==> config.mk <==
export PLATFORM = sky130hd
export DESIGN_NAME = mfi_core_flat
export DESIGN_NICKNAME = d
export VERILOG_FILES = /design/src/rtl/mfi_pkg.sv /design/src/rtl/mfi_if.sv /design/src/rtl/mfi_core.sv /design/src/flat_wrapper.sv
export VERILOG_INCLUDE_DIRS = /design/src /design/src/rtl
export SDC_FILE = /design/constraint.sdc
export NUM_CORES = 1
export LEC_CHECK = 0
export BUFFER_PORTS_ARGS = -buffer_cell sky130_fd_sc_hd__clkbuf_2
export CORE_UTILIZATION = 58
export DETAILED_ROUTE_END_ITERATION = 10
export PLACE_DENSITY = 0.85
export SYNTH_ARGS = -nofsm -noshare
export SYNTH_HDL_FRONTEND = slang
export SYNTH_SLANG_ARGS = --single-unit
==> constraint.sdc <==
create_clock -name sys_clk_in -period 6.3 [get_ports sys_clk_in]
set_input_delay 1.26 -clock sys_clk_in [delete_from_list [all_inputs] [get_ports sys_clk_in]]
set_output_delay 1.26 -clock sys_clk_in [all_outputs]
set_load 0.02 [all_outputs]
==> src/rtl/mfi_defines.svh <==
// Constants shared by the multi-function interrupt controller and the core end.
// Assumes inclusion by bare name from files under rtl/.
`ifndef MFI_DEFINES_SVH
`define MFI_DEFINES_SVH

// Counts
`define MFI_NUM_SRC 9
`define MFI_NUM_GRP 4
`define MFI_NUM_TM 3
`define MFI_PC_W 13
`define MFI_STACK_DEPTH 8
`define MFI_SP_W 4

// Source bit positions
`define MFI_SRC_TM0_A 0
`define MFI_SRC_LOW_SUPPLY 6
`define MFI_SRC_EEPROM 7
`define MFI_SRC_SERIAL 8

// Group membership masks
`define MFI_GRP0_MASK 9'h003
`define MFI_GRP1_MASK 9'h00c
`define MFI_GRP2_MASK 9'h030
`define MFI_GRP3_MASK 9'h1c0

// Reset values
`define MFI_SRC_RST 9'h000
`define MFI_GRP_RST 4'h0
`define MFI_GIE_RST 1'b0

// Vector addresses of the groups
`define MFI_VEC_BASE 13'h000c
`define MFI_VEC_STEP 13'h0004

`endif

==> src/rtl/mfi_pkg.sv <==
// Types of the multi-function interrupt controller and of the core end.
// Assumes mfi_defines.svh is reachable by bare name.
`include "mfi_defines.svh"

package mfi_pkg;

  typedef logic [`MFI_NUM_SRC-1:0] src_vec_t;
  typedef logic [`MFI_NUM_GRP-1:0] grp_vec_t;
  typedef logic [`MFI_PC_W-1:0] pc_t;
  typedef logic [`MFI_SP_W-1:0] sp_t;

  typedef enum logic {core_run, core_asleep} core_mode_e;

  typedef struct packed {
    src_vec_t src_flag;
    src_vec_t src_en;
    grp_vec_t grp_flag;
    grp_vec_t grp_en;
    logic gie;
    logic call_req;
    logic [1:0] call_group;
    logic wake;
  } ctrl_state_s;

  typedef struct packed {
    core_mode_e mode;
    sp_t sp;
    logic [`MFI_STACK_DEPTH-1:0][`MFI_PC_W-1:0] stack;
    logic call_ack;
    logic return_from_interrupt;
    pc_t vector_pc;
    logic vector_valid;
    pc_t ret_pc;
    logic ret_valid;
    src_vec_t src_set;
    src_vec_t src_clr;
    logic src_en_wr;
    src_vec_t src_en_data;
    logic grp_en_wr;
    grp_vec_t grp_en_data;
    grp_vec_t grp_clr;
    logic gie_wr;
    logic gie_data;
  } core_state_s;

  // Members of one group
  function automatic src_vec_t grp_members(input logic [1:0] g);
    case (g)
      2'h0: grp_members = `MFI_GRP0_MASK;
      2'h1: grp_members = `MFI_GRP1_MASK;
      2'h2: grp_members = `MFI_GRP2_MASK;
      default: grp_members = `MFI_GRP3_MASK;
    endcase
  endfunction : grp_members

endpackage : mfi_pkg

==> src/rtl/mfi_if.sv <==
// Link between the interrupt controller and the core's interrupt sequencer.
// Assumes one common clock; both ends are driven from it.
interface mfi_if;
  // Core to controller
  mfi_pkg::src_vec_t src_set;
  mfi_pkg::src_vec_t src_clr;
  logic src_en_wr;
  mfi_pkg::src_vec_t src_en_data;
  logic grp_en_wr;
  mfi_pkg::grp_vec_t grp_en_data;
  mfi_pkg::grp_vec_t grp_clr;
  logic gie_wr;
  logic gie_data;
  logic stack_full;
  logic call_ack;
  logic return_from_interrupt;
  // Controller to core
  logic call_req;
  logic [1:0] call_group;
  mfi_pkg::src_vec_t src_flag;
  mfi_pkg::src_vec_t src_en;
  mfi_pkg::grp_vec_t grp_flag;
  mfi_pkg::grp_vec_t grp_en;
  logic gie;
  logic wake;

  modport ctrl (
    input src_set, src_clr, src_en_wr, src_en_data, grp_en_wr, grp_en_data,
    input grp_clr, gie_wr, gie_data, stack_full, call_ack, return_from_interrupt,
    output call_req, call_group, src_flag, src_en, grp_flag, grp_en, gie, wake
  );

  modport core (
    output src_set, src_clr, src_en_wr, src_en_data, grp_en_wr, grp_en_data,
    output grp_clr, gie_wr, gie_data, stack_full, call_ack, return_from_interrupt,
    input call_req, call_group, src_flag, src_en, grp_flag, grp_en, gie, wake
  );
endinterface : mfi_if

==> src/rtl/mfi_core.sv <==
// Core end: interrupt sequencer with return stack and flag commands.
// Assumes the controller on the mfi_if link and user commands synchronous
// to sys_clk_in.
`include "mfi_defines.svh"

module mfi_core (
  // Clock and reset
  input wire logic sys_clk_in,
  input wire logic rstn_in,
  // Link to the controller
  mfi_if.core link,
  // Program flow
  input wire logic insn_boundary_in,
  input wire logic [`MFI_PC_W-1:0] pc_in,
  input wire logic call_in,
  input wire logic ret_in,
  input wire logic return_from_interrupt_in,
  input wire logic sleep_in,
  // Flag and enable commands, pulses
  input wire logic [`MFI_NUM_SRC-1:0] src_set_in,
  input wire logic [`MFI_NUM_SRC-1:0] src_clr_in,
  input wire logic src_en_wr_in,
  input wire logic [`MFI_NUM_SRC-1:0] src_en_data_in,
  input wire logic grp_en_wr_in,
  input wire logic [`MFI_NUM_GRP-1:0] grp_en_data_in,
  input wire logic [`MFI_NUM_GRP-1:0] grp_clr_in,
  input wire logic gie_wr_in,
  input wire logic gie_data_in,
  // Results
  output logic [`MFI_PC_W-1:0] vector_pc_out,
  output logic vector_valid_out,
  output logic [`MFI_PC_W-1:0] ret_pc_out,
  output logic ret_valid_out,
  output logic sleeping_out
);

  mfi_pkg::core_state_s state;
  mfi_pkg::core_state_s next_state;
  logic full;
  logic take;

  assign full = state.sp == `MFI_SP_W'(`MFI_STACK_DEPTH);
  // Held off for one cycle after an ack, while the request drops
  assign take = (state.mode == mfi_pkg::core_run) & link.call_req & insn_boundary_in
                & ~full & ~state.call_ack;

  always_comb begin
    next_state = state;
    next_state.call_ack = take;
    next_state.return_from_interrupt = 1'b0;
    next_state.vector_valid = 1'b0;
    next_state.ret_valid = 1'b0;
    next_state.src_set = src_set_in;
    next_state.src_clr = src_clr_in;
    next_state.src_en_wr = src_en_wr_in;
    next_state.src_en_data = src_en_data_in;
    next_state.grp_en_wr = grp_en_wr_in;
    next_state.grp_en_data = grp_en_data_in;
    next_state.grp_clr = grp_clr_in;
    next_state.gie_wr = gie_wr_in;
    next_state.gie_data = gie_data_in;
    case (state.mode)
      mfi_pkg::core_run: begin
        if (take) begin
          // Only the program counter is saved
          next_state.stack[state.sp[`MFI_SP_W-2:0]] = pc_in;
          next_state.sp = state.sp + `MFI_SP_W'(1);
          next_state.vector_pc = `MFI_VEC_BASE
                                 + `MFI_VEC_STEP * `MFI_PC_W'(link.call_group);
          next_state.vector_valid = 1'b1;
        end else if (call_in && !full) begin
          // A call inside a service routine eats the same stack
          next_state.stack[state.sp[`MFI_SP_W-2:0]] = pc_in;
          next_state.sp = state.sp + `MFI_SP_W'(1);
        end else if ((ret_in || return_from_interrupt_in) && state.sp != '0) begin
          next_state.sp = state.sp - `MFI_SP_W'(1);
          next_state.ret_pc = state.stack[next_state.sp[`MFI_SP_W-2:0]];
          next_state.ret_valid = 1'b1;
          next_state.return_from_interrupt = return_from_interrupt_in;
        end else if (sleep_in) begin
          next_state.mode = mfi_pkg::core_asleep;
        end
      end
      mfi_pkg::core_asleep: begin
        if (link.wake) begin
          next_state.mode = mfi_pkg::core_run;
        end
      end
      default: begin
        next_state.mode = mfi_pkg::core_run;
      end
    endcase
  end

  always_ff @(posedge sys_clk_in or negedge rstn_in) begin
    if (!rstn_in) begin
      state <= '0;
    end else begin
      state <= next_state;
    end
  end

  assign link.src_set = state.src_set;
  assign link.src_clr = state.src_clr;
  assign link.src_en_wr = state.src_en_wr;
  assign link.src_en_data = state.src_en_data;
  assign link.grp_en_wr = state.grp_en_wr;
  assign link.grp_en_data = state.grp_en_data;
  assign link.grp_clr = state.grp_clr;
  assign link.gie_wr = state.gie_wr;
  assign link.gie_data = state.gie_data;
  assign link.stack_full = full;
  assign link.call_ack = state.call_ack;
  assign link.return_from_interrupt = state.return_from_interrupt;

  assign vector_pc_out = state.vector_pc;
  assign vector_valid_out = state.vector_valid;
  assign ret_pc_out = state.ret_pc;
  assign ret_valid_out = state.ret_valid;
  assign sleeping_out = state.mode == mfi_pkg::core_asleep;

endmodule : mfi_core

==> src/flat_wrapper.sv <==
// flat-port wrapper written by rule: the top's interface ports become plain ports
module mfi_core_flat 
  (sys_clk_in, rstn_in, insn_boundary_in, pc_in, call_in, ret_in, return_from_interrupt_in, sleep_in, src_set_in, src_clr_in, src_en_wr_in, src_en_data_in, grp_en_wr_in, grp_en_data_in, grp_clr_in, gie_wr_in, gie_data_in, vector_pc_out, vector_valid_out, ret_pc_out, ret_valid_out, sleeping_out, link_src_set, link_src_clr, link_src_en_wr, link_src_en_data, link_grp_en_wr, link_grp_en_data, link_grp_clr, link_gie_wr, link_gie_data, link_stack_full, link_call_ack, link_return_from_interrupt, link_call_req, link_call_group, link_src_flag, link_src_en, link_grp_flag, link_grp_en, link_gie, link_wake);
  mfi_if link_i ();
  input wire logic sys_clk_in;
  input wire logic rstn_in;
  input wire logic insn_boundary_in;
  input wire logic [`MFI_PC_W-1:0] pc_in;
  input wire logic call_in;
  input wire logic ret_in;
  input wire logic return_from_interrupt_in;
  input wire logic sleep_in;
  input wire logic [`MFI_NUM_SRC-1:0] src_set_in;
  input wire logic [`MFI_NUM_SRC-1:0] src_clr_in;
  input wire logic src_en_wr_in;
  input wire logic [`MFI_NUM_SRC-1:0] src_en_data_in;
  input wire logic grp_en_wr_in;
  input wire logic [`MFI_NUM_GRP-1:0] grp_en_data_in;
  input wire logic [`MFI_NUM_GRP-1:0] grp_clr_in;
  input wire logic gie_wr_in;
  input wire logic gie_data_in;
  output logic [`MFI_PC_W-1:0] vector_pc_out;
  output logic vector_valid_out;
  output logic [`MFI_PC_W-1:0] ret_pc_out;
  output logic ret_valid_out;
  output logic sleeping_out;
  output wire logic [$bits(link_i.src_set)-1:0] link_src_set;
  output wire logic [$bits(link_i.src_clr)-1:0] link_src_clr;
  output wire logic [$bits(link_i.src_en_wr)-1:0] link_src_en_wr;
  output wire logic [$bits(link_i.src_en_data)-1:0] link_src_en_data;
  output wire logic [$bits(link_i.grp_en_wr)-1:0] link_grp_en_wr;
  output wire logic [$bits(link_i.grp_en_data)-1:0] link_grp_en_data;
  output wire logic [$bits(link_i.grp_clr)-1:0] link_grp_clr;
  output wire logic [$bits(link_i.gie_wr)-1:0] link_gie_wr;
  output wire logic [$bits(link_i.gie_data)-1:0] link_gie_data;
  output wire logic [$bits(link_i.stack_full)-1:0] link_stack_full;
  output wire logic [$bits(link_i.call_ack)-1:0] link_call_ack;
  output wire logic [$bits(link_i.return_from_interrupt)-1:0] link_return_from_interrupt;
  input wire logic [$bits(link_i.call_req)-1:0] link_call_req;
  input wire logic [$bits(link_i.call_group)-1:0] link_call_group;
  input wire logic [$bits(link_i.src_flag)-1:0] link_src_flag;
  input wire logic [$bits(link_i.src_en)-1:0] link_src_en;
  input wire logic [$bits(link_i.grp_flag)-1:0] link_grp_flag;
  input wire logic [$bits(link_i.grp_en)-1:0] link_grp_en;
  input wire logic [$bits(link_i.gie)-1:0] link_gie;
  input wire logic [$bits(link_i.wake)-1:0] link_wake;
  assign link_src_set = link_i.src_set;
  assign link_src_clr = link_i.src_clr;
  assign link_src_en_wr = link_i.src_en_wr;
  assign link_src_en_data = link_i.src_en_data;
  assign link_grp_en_wr = link_i.grp_en_wr;
  assign link_grp_en_data = link_i.grp_en_data;
  assign link_grp_clr = link_i.grp_clr;
  assign link_gie_wr = link_i.gie_wr;
  assign link_gie_data = link_i.gie_data;
  assign link_stack_full = link_i.stack_full;
  assign link_call_ack = link_i.call_ack;
  assign link_return_from_interrupt = link_i.return_from_interrupt;
  assign link_i.call_req = link_call_req;
  assign link_i.call_group = link_call_group;
  assign link_i.src_flag = link_src_flag;
  assign link_i.src_en = link_src_en;
  assign link_i.grp_flag = link_grp_flag;
  assign link_i.grp_en = link_grp_en;
  assign link_i.gie = link_gie;
  assign link_i.wake = link_wake;
  mfi_core u_core (.sys_clk_in(sys_clk_in), .rstn_in(rstn_in), .link(link_i), .insn_boundary_in(insn_boundary_in), .pc_in(pc_in), .call_in(call_in), .ret_in(ret_in), .return_from_interrupt_in(return_from_interrupt_in), .sleep_in(sleep_in), .src_set_in(src_set_in), .src_clr_in(src_clr_in), .src_en_wr_in(src_en_wr_in), .src_en_data_in(src_en_data_in), .grp_en_wr_in(grp_en_wr_in), .grp_en_data_in(grp_en_data_in), .grp_clr_in(grp_clr_in), .gie_wr_in(gie_wr_in), .gie_data_in(gie_data_in), .vector_pc_out(vector_pc_out), .vector_valid_out(vector_valid_out), .ret_pc_out(ret_pc_out), .ret_valid_out(ret_valid_out), .sleeping_out(sleeping_out));
endmodule
======== Word-level counts from Yosys, hierarchy flattened ========
Cells that the tools add are included.
W data, S select, Z words.
word-level totals
  register bits after elaboration ......... 178
  bits in latches ......................... 0
  bits in writable memories ............... 0
  memory bits (read-only) ................. 0
  bits of input ports ..................... 90
  output and inout port bits .............. 71
  logic and storage cells ................. 76
  memories ................................ 0
cells by class
  add/subtract/negate cells ............... 3
  multipliers ............................. 0
  div/mod/pow operators ................... 0
  order comparisons ....................... 3
  equal/unequal tests ..................... 1
  shift operators ......................... 0
  mux-type cells .......................... 23
  bitwise operators ....................... 9
  reductions and logical operators ........ 12
operator list
  operator               number
  $mux W108              1
  $bwmux W104            1
  $mux W104              1
  $mux W14               4
  $bmux W13 S3           1
  $demux W13 S3          1
  $mux W29               1
  $mux W13               2
  $lt A3 B4 Y1 const B   2
  $mux W1                8
  $mux W4                2
  $reduce_and A2 Y1      3
  $add A4 B4 Y5 const A  1
  $not A1 Y1             5
  $add A4 B1 Y4 const B  1
  $and A1 B1 Y1          4
  $eq A4 B4 Y1 const B   1
  $reduce_and A4 Y1      1
  $reduce_bool A4 Y1     1
  $sub A4 B1 Y4 const B  1
  $ge A3 B1 Y1 const B   1
  $logic_and A1 B1 Y1    3
  $reduce_bool A3 Y1     1
  $pmux W1 S2            1
  other kinds (3)        3

======== Logic depth before layout (Yosys ltp) ========
Gate-level depths: netlist of run 1.
  depth in word-level cells ............... 7
  depth in mapped cells ................... 11

======== Worst setup path after synthesis of run 1 ========
No wires, ideal clock.
  path kind ............................... register -> output
  start point ............................. register u_core.state[173] (netlist name)
  end point ............................... output link_stack_full
  arrival time ............................ 1.356 ns
  data required time ...................... 5.040 ns
  path slack .............................. 3.684 ns
  cell stages (with the launch flop) ...... 7
  buffers on the path ..................... 2
  cells stage by stage .................... dfrtp_1 buf_2 buf_2 inv_1 ha_1 nand3b_1 inv_2
between the ends
  longest elaborated chain between the ends .. 1
RTL lines
  what                      line                text
  start: declaration        mfi_core.sv:37      mfi_pkg::core_state_s state;
  start signal: assignment  mfi_core.sv:99      state <= next_state;
  $eq A4 B4 Y1              mfi_core.sv:42      assign full = state.sp == `MFI_SP_W'(`MFI_STACK_DEPTH);
  end: declaration          flat_wrapper.sv:36  output wire logic [$bits(link_i.stack_full)-1:0] link_stack_full;
No other way between the ends.

======== Final worst setup path of run 1 ========
  start point ............................. register u_core.state[173] (netlist name)
  end point ............................... register u_core.state[110] (netlist name)
between the ends
  longest elaborated chain between the ends .. 7
  elaborated cells on any way between the ends .. 16
  those cells by class .................... order compare: 2; eq/ne: 1; mux: 5; bitwise: 3; reduce/logical: 5
RTL lines
  what                                                 line                            text
  $lt A3 B4 Y1 / $ge A3 B1 Y1 (equally long branches)  mfi_core.sv:66, mfi_core.sv:73
  $logic_and A1 B1 Y1                                  mfi_core.sv:66, mfi_core.sv:73
  $mux W13                                             mfi_core.sv:66, mfi_core.sv:73
  $demux W13 S3                                        n/a
  $bwmux W104                                          mfi_core.sv:66, mfi_core.sv:73
  $mux W104                                            mfi_core.sv:71                  end else if (call_in && !full) begin
  $mux W108                                            mfi_core.sv:64                  if (take) begin
Parallel ways exist; a longest one is shown, timed or not. The select of a mux whose other input is x is not followed.
A chain may end at the register's enable or synchronous reset.

==> results of run 1 <==
## where the power goes
group          switching (W)  internal, W  leakage (nW)
clock network       0.000404     0.000774         0.329
logic               0.000798     0.000875          1.50
registers           0.000238      0.00150          2.02
total                0.00144      0.00315          3.84
## layout make-up
| type | instances | area (um^2) | area share (%) |
|---|---|---|---|
| sequential | 168 | 4210 | 50.9 |
| multi-input combinational | 234 | 2460 | 29.8 |
| timing repair buffer | 128 | 659 | 7.98 |
| clock buffer | 20 | 467 | 5.65 |
| clock inverter | 11 | 218 | 2.63 |
| tap | 168 | 210 | 2.54 |
| inverter | 11 | 41.3 | 0.500 |
## cell usage after synthesis, drive strengths merged (2+ instances only)
master / count / area [um^2]
mux4: 26 / 586
o21ai: 31 / 155
mux2i: 14 / 140
a22oi: 3 / 22.5
xnor2: 2 / 17.5
nand2: 6 / 22.5
nand3: 5 / 30.0
nand2b: 3 / 18.8
xor2: 2 / 17.5
inv: 11 / 41.3
a21oi: 2 / 21.3
mux2: 104 / 1170
nor3: 3 / 15.0
ha: 3 / 37.5
dfrtp: 168 / 4200
buf: 77 / 547
nor2: 3 / 11.3
nand4: 2 / 12.5
clkbuf: 7 / 26.3
## layout by cell type (no fill, tap or decap), drive strengths merged, types with 2 or more instances in the layout
master    count
dfrtp       168
clkbuf      142
mux2        104
o21ai        31
mux4         26
mux2i        14
inv          12
conb         10
nand2         6
bufinv        6
buf           6
nand3         5
nand2b        3
nor2          3
nor3          3
a22oi         3
ha            3
xor2          2
nand4         2
xnor2         2
clkinvlp      2
a21oi         2
clkinv        2
## routing by layer
layer  share of wire [%]  vias up  routed length, um
met2                  52      163               7310
met4                 1.8        0                253
met5                   0        -                  0
met3                 5.9       28                825
li1                    -     1815                  -
met1                  40     2162               5630
## registers in the layout (all words and copies together) (netlist names)
| name | cells |
|---|---|
| u_core.state | 108 |
| u_core.ret_pc_out | 13 |
| u_core.link.src_clr | 9 |
| u_core.link.src_en_data | 9 |
| u_core.link.src_set | 9 |
| u_core.link.grp_clr | 4 |
| u_core.link.grp_en_data | 4 |
| u_core.vector_pc_out | 3 |
| u_core.link.call_ack | 1 |
| u_core.link.gie_data | 1 |
| u_core.link.gie_wr | 1 |
| u_core.link.grp_en_wr | 1 |
| u_core.link.return_from_interrupt | 1 |
| u_core.link.src_en_wr | 1 |
| u_core.ret_valid_out | 1 |
| u_core.sleeping_out | 1 |
| u_core.vector_valid_out | 1 |
## worst max path at each step
stage	startpoint	to	slack, ns	cells after the start
after floorplan	u_core.state[173]	link_stack_full	3.68	6
after global placement	link_call_req	u_core.state[114]	2.74	5
after detailed placement	link_call_req	u_core.state[110]	2.72	5
after CTS	u_core.state[173]	u_core.state[114]	2.69	8
after global routing	u_core.state[173]	u_core.state[114]	2.45	8
final	u_core.state[173]	u_core.state[110]	2.70	8
## kinds of logic after synthesis
group / share of synthesized area [%]
and+or+nand+nor: 2.62
xor gates and xnor gates: 0.483
DFF: 58.0
other: 0.0517
buffers and inverters: 8.47
adders and majority gates: 0.518
AOI/OAI and AO/OA: 3.69
muxes: 26.2
## worst max-delay path: stages (launching register included)
cell	delay (ns)
sky130_fd_sc_hd__dfrtp_2	0.36
sky130_fd_sc_hd__buf_4	0.52
sky130_fd_sc_hd__inv_1	0.11
sky130_fd_sc_hd__ha_1	0.31
sky130_fd_sc_hd__nand3b_1	0.19
sky130_fd_sc_hd__inv_2	0.11
sky130_fd_sc_hd__a21oi_4	0.39
sky130_fd_sc_hd__nand4_1	0.87
sky130_fd_sc_hd__mux2_2	0.59
## stage by stage
stage                     instances  instance area, um^2  power [W]  worst slack (ns)
after floorplan                 497                 7280    0.00303              3.68
after global placement          709                 7580    0.00329              2.74
after detailed placement        709                 7580    0.00340              2.72
after CTS                       740                 8270    0.00462              2.69
after global routing            740                 8270    0.00482              2.45
final                           740                 8270    0.00459              2.70
==> results.toml, run 1 <==
[status]
status = "finished clean"

[critical_path]
end_kind = "flip-flop"
timing.reg2reg.worst_path_depth = 8
worstPathArrival_ns = 3.90
r2r_start = "u_core.state[173]"
worst-setup-path-type = "flip-flop to flip-flop"
worst-endpoint-required_ns = 6.60
reg2reg_to = "u_core.state[110]"
critical_path.max_fanout = 38
critical_path.startpoint_type = "flip-flop"
timing.reg2reg.setup_slack_ns = 2.70

[place]
place.detailed.hpwl_um = 8750
number_of_i_o_port_buffers = 123
place_congestion = 0.842

[route]
wl_per_cell_um = 18.9
drt_pass1_iterations = 4
drcViolationCount = 0
wl_um = 14000
drtAntennaViolNets = 0
route.detailed.vias_per_inst = 5.63
drt_iter0_markers = 378
vias = 4168

[sta]
headroom_to_the_max_slew_limit_pct = 33.3
fin_tns_setup_ns = 0
final-setup-viol-count = 0
max_clock_freq_ghz = 0.277
finalHoldViolCount = 0
clock-skew-final_ns = 0.00835
grt_setup_unrepaired = "no"
finalCritPeriodShare_pct = 57.2
number_of_pins_with_negative_max_slew_slack_in_the_final_report = 0
layout_min_cycle_time_ns = 3.60
hold_ws_ns = 0.487
slew_worst_pin_ns = 0.997

[hold_path]
worstHoldStart = "u_core.vector_pc_out[3]"
timing.hold.worst.class = "flip-flop to flip-flop"
whs_endpoint = "u_core.vector_pc_out[3]"
holdPathStages = 2

[clock_network]
clk_latency_ns = 0.42
cts.reportedPaths.clkPinSlew_ns = 0.06
root_buffer = "sky130_fd_sc_hd__clkbuf_16"
clk_sink_count = 168
cts_resized = 0
number_of_buffers_inserted_during_clock_tree_synthesis = 17
cts_htree_levels = 4
tritoncts = "built"
post_cts_hold_buffer_count = 0
clock_tree_buffer_depth = 2
post_cts_buffers = 0

[yosys]
post_synth_num_cell_types = 40
syn_area_um2 = 7250
syn-mean-instance-area_um2 = 14.9
synth_top_flop_cell = "sky130_fd_sc_hd__dfrtp_1"
synth.yosys.warnings = 0
yosys_register_bits = 168
fraction_of_registers_with_async_set_or_reset_after_synthesis_pct = 100
synth_edf_count = 0
sequential_fraction_of_the_synthesis_area_pct = 58.0
netlist_instances = 488

[power_and_ir_drop]
power.density_nw_per_um2 = 556
power.leakage_nw = 3.84
peakVddDrop_uv = 204

[global_routing]
wire_length_of_the_first_global_routing_pass_um = 22700
first_global_vias = 4350
groute.layer.met2.usage_pct = 40.0
top_usage_layer = "met2"
pin_count_of_the_biggest_net_entering_global_routing = 109
globalRouteOverflowTotal = 0
initial_antenna_violation_count = 0
grt.total_usage_pct = 23.5
grt_util_met1_pct = 29.6
global_route_met3_usage_pct = 5.26

[floorplanning]
die-area_um2 = 13000
design.core.area_um2 = 12100
pin_count = 161
chipHeight_um = 114
core.rowCount = 40
chipWidth_um = 114
initial_core_util_pct = 59.9

[final_layout]
layout.core_utilization_pct = 68.2
nets_final = 653
fill_cells = 805
n_antenna_cell = 0
area.growth.synth_to_final_pct = 14.0
fraction_of_layout_cells_with_a_size_suffix_above_1_pct = 51.6

[flow_run]
cap_violations = 0
No activity file was read; power rests on OpenSTA's default activity.
==> inputs of run 2 (changes only) <==
CORE_UTILIZATION = 54   (was 58)
PLACE_DENSITY = 0.8   (was 0.85)
clock period = 3.8 ns   (was 6.3 ns; I/O delays follow)
==> results.toml, run 2 (same netlist as run 1, synthesis figures left out) <==
[clock_network]
root_buffer = "sky130_fd_sc_hd__clkbuf_16"
number_of_buffers_inserted_during_clock_tree_synthesis = 17
cts_htree_levels = 4
cts.reportedPaths.clkPinSlew_ns = 0.06
tritoncts = "built"
cts_resized = 0
clk_sink_count = 168
post_cts_buffers = 0
clock_tree_buffer_depth = 2
clk_latency_ns = 0.42
post_cts_hold_buffer_count = 0

[final_layout]
n_antenna_cell = 0
area.growth.synth_to_final_pct = 12.3
nets_final = 658
fraction_of_layout_cells_with_a_size_suffix_above_1_pct = 51.0
regMostFlops = "u_core.state"
layout.core_utilization_pct = 63.2
largest_reg_flops = 108
mostFrequentLayoutCells = "sky130_fd_sc_hd__dfrtp_1, sky130_fd_sc_hd__clkbuf_2, sky130_fd_sc_hd__mux2_2"
layout.cells.most_common = "sky130_fd_sc_hd__dfrtp_1"
fill_cells = 941

[sta]
final-setup-viol-count = 0
slew_worst_pin_ns = 0.785
fin_tns_setup_ns = 0
max_clock_freq_ghz = 0.346
clock-skew-final_ns = 0.00354
finalHoldViolCount = 0
headroom_to_the_max_slew_limit_pct = 47.7
number_of_pins_with_negative_max_slew_slack_in_the_final_report = 0
layout_min_cycle_time_ns = 2.89
grt_setup_unrepaired = "no"
finalCritPeriodShare_pct = 76.0

[global_routing]
grt.total_usage_pct = 21.4
wire_length_of_the_first_global_routing_pass_um = 22600
first_global_vias = 4238
pin_count_of_the_biggest_net_entering_global_routing = 87
globalRouteOverflowTotal = 0
initial_antenna_violation_count = 0

[place]
place.detailed.hpwl_um = 8680
place_congestion = 0.788
number_of_i_o_port_buffers = 123

[critical_path]
critical_path.max_fanout = 17
end_kind = "flip-flop"
reg2reg_to = "u_core.state[157]"
critical_path.startpoint_type = "flip-flop"
worstPathArrival_ns = 3.19
r2r_start = "u_core.state[174]"
worstSetupEndpoint = "u_core.state[157]"
timing.reg2reg.worst_path_depth = 8
timing.reg2reg.setup_slack_ns = 0.91
worst-setup-path-type = "flip-flop to flip-flop"
cp-startpoint = "u_core.state[174]"
worst-endpoint-required_ns = 4.10

[power_and_ir_drop]
power.density_nw_per_um2 = 876
comb_power_share_pct = 38.7
clkPwrFrac_pct = 21.2
p_seq_share_pct = 40.1
swShare_pct = 32.1
power.leakage_nw = 3.79
netSwitchingPower_w = 0.00229
peakVddDrop_uv = 376
internal_power_w = 0.00484

[route]
wl_per_cell_um = 18.2
drt_iter0_markers = 321
drtAntennaViolNets = 0
drt_pass1_iterations = 4
route.detailed.vias_per_inst = 5.53
drcViolationCount = 0
vias = 4112
wl_um = 13600

[floorplanning]
chipWidth_um = 118
die-area_um2 = 13900
core.rowCount = 41
pin_count = 161
initial_core_util_pct = 56.3
design.core.area_um2 = 12900
chipHeight_um = 118

[status]
status = "finished clean"

[hold_path]
timing.hold.worst.class = "input pin to asynchronous set/reset pin"

[flow_run]
cap_violations = 0
-- run 2: cell count changes in the layout (fill, tap and decap cells not counted) --
cell	delta
sky130_fd_sc_hd__buf_12	+1
sky130_fd_sc_hd__buf_4	+4
sky130_fd_sc_hd__bufinv_16	-5
sky130_fd_sc_hd__clkbuf_1	+3
sky130_fd_sc_hd__clkbuf_8	-2
sky130_fd_sc_hd__clkinv_2	+2
sky130_fd_sc_hd__clkinvlp_4	-2
sky130_fd_sc_hd__inv_6	-1
-- run 2: worst min-delay path by stage --
stage / cells after the start / slack (ns) / to / from
6_report: 1 / 0.40 / u_core.link.src_set[4] / rstn_in
5_1_grt: 1 / 0.42 / u_core.link.src_en_data[6] / src_en_data_in[6]
4_1_cts: 1 / 0.42 / u_core.link.src_set[0] / rstn_in
3_5_place_dp: 2 / 0.48 / u_core.vector_pc_out[3] / u_core.vector_pc_out[3]
3_3_place_gp: 2 / 0.47 / u_core.vector_pc_out[4] / u_core.vector_pc_out[4]
2_1_floorplan: 2 / 0.45 / u_core.vector_pc_out[2] / u_core.vector_pc_out[2]
-- run 2: layout make-up --
class | instances | area, um^2 | area share, %
flip-flops and latches | 168 | 4210 | 51.7
multi-input cells | 234 | 2460 | 30.3
repair buffers | 133 | 709 | 8.72
clock buffers | 21 | 450 | 5.53
well taps | 172 | 215 | 2.64
clock inverters | 5 | 53.8 | 0.661
inverters | 11 | 41.3 | 0.507
-- run 2: critical path, stage by stage, from the launching register on --
cell and delay [ns]:
sky130_fd_sc_hd__dfrtp_1 0.55, sky130_fd_sc_hd__inv_1 0.11, sky130_fd_sc_hd__ha_1 0.27, sky130_fd_sc_hd__nand3b_1 0.18
sky130_fd_sc_hd__inv_2 0.11, sky130_fd_sc_hd__a21oi_4 0.38, sky130_fd_sc_hd__nand3_1 0.52, sky130_fd_sc_hd__buf_4 0.37
sky130_fd_sc_hd__mux2_2 0.28
-- run 2: power groups by stage --
stage	sequential (W)	clock, W	combinational (W)
6_report	0.00286	0.00151	0.00276
5_1_grt	0.00293	0.00163	0.00298
4_1_cts	0.00285	0.00155	0.00279
3_5_place_dp	0.00287	0	0.00277
3_3_place_gp	0.00281	0	0.00268
2_1_floorplan	0.00274	0	0.00228
-- run 2: metal layers --
metal  track usage (%)  up-vias  share of wire (%)
li1                  -     1827                  -
met1              28.5     2106                 42
met2              34.8      160                 51
met3              4.22       19                5.5
met4              8.25        0                1.4
met5                 0        -                  0
-- run 2: metrics by stage --
step / setup WS (ns) / cells / area, um^2 / total power [W] / hold slack, ns
after global routing: 0.782 / 744 / 8140 / 0.00755 / 0.421
after CTS: 0.972 / 744 / 8140 / 0.00719 / 0.419
after detailed placement: 0.979 / 718 / 7640 / 0.00565 / 0.481
after global placement: 1.05 / 718 / 7640 / 0.00548 / 0.465
final: 0.912 / 744 / 8140 / 0.00713 / 0.400
after floorplan: 1.29 / 497 / 7280 / 0.00503 / 0.451
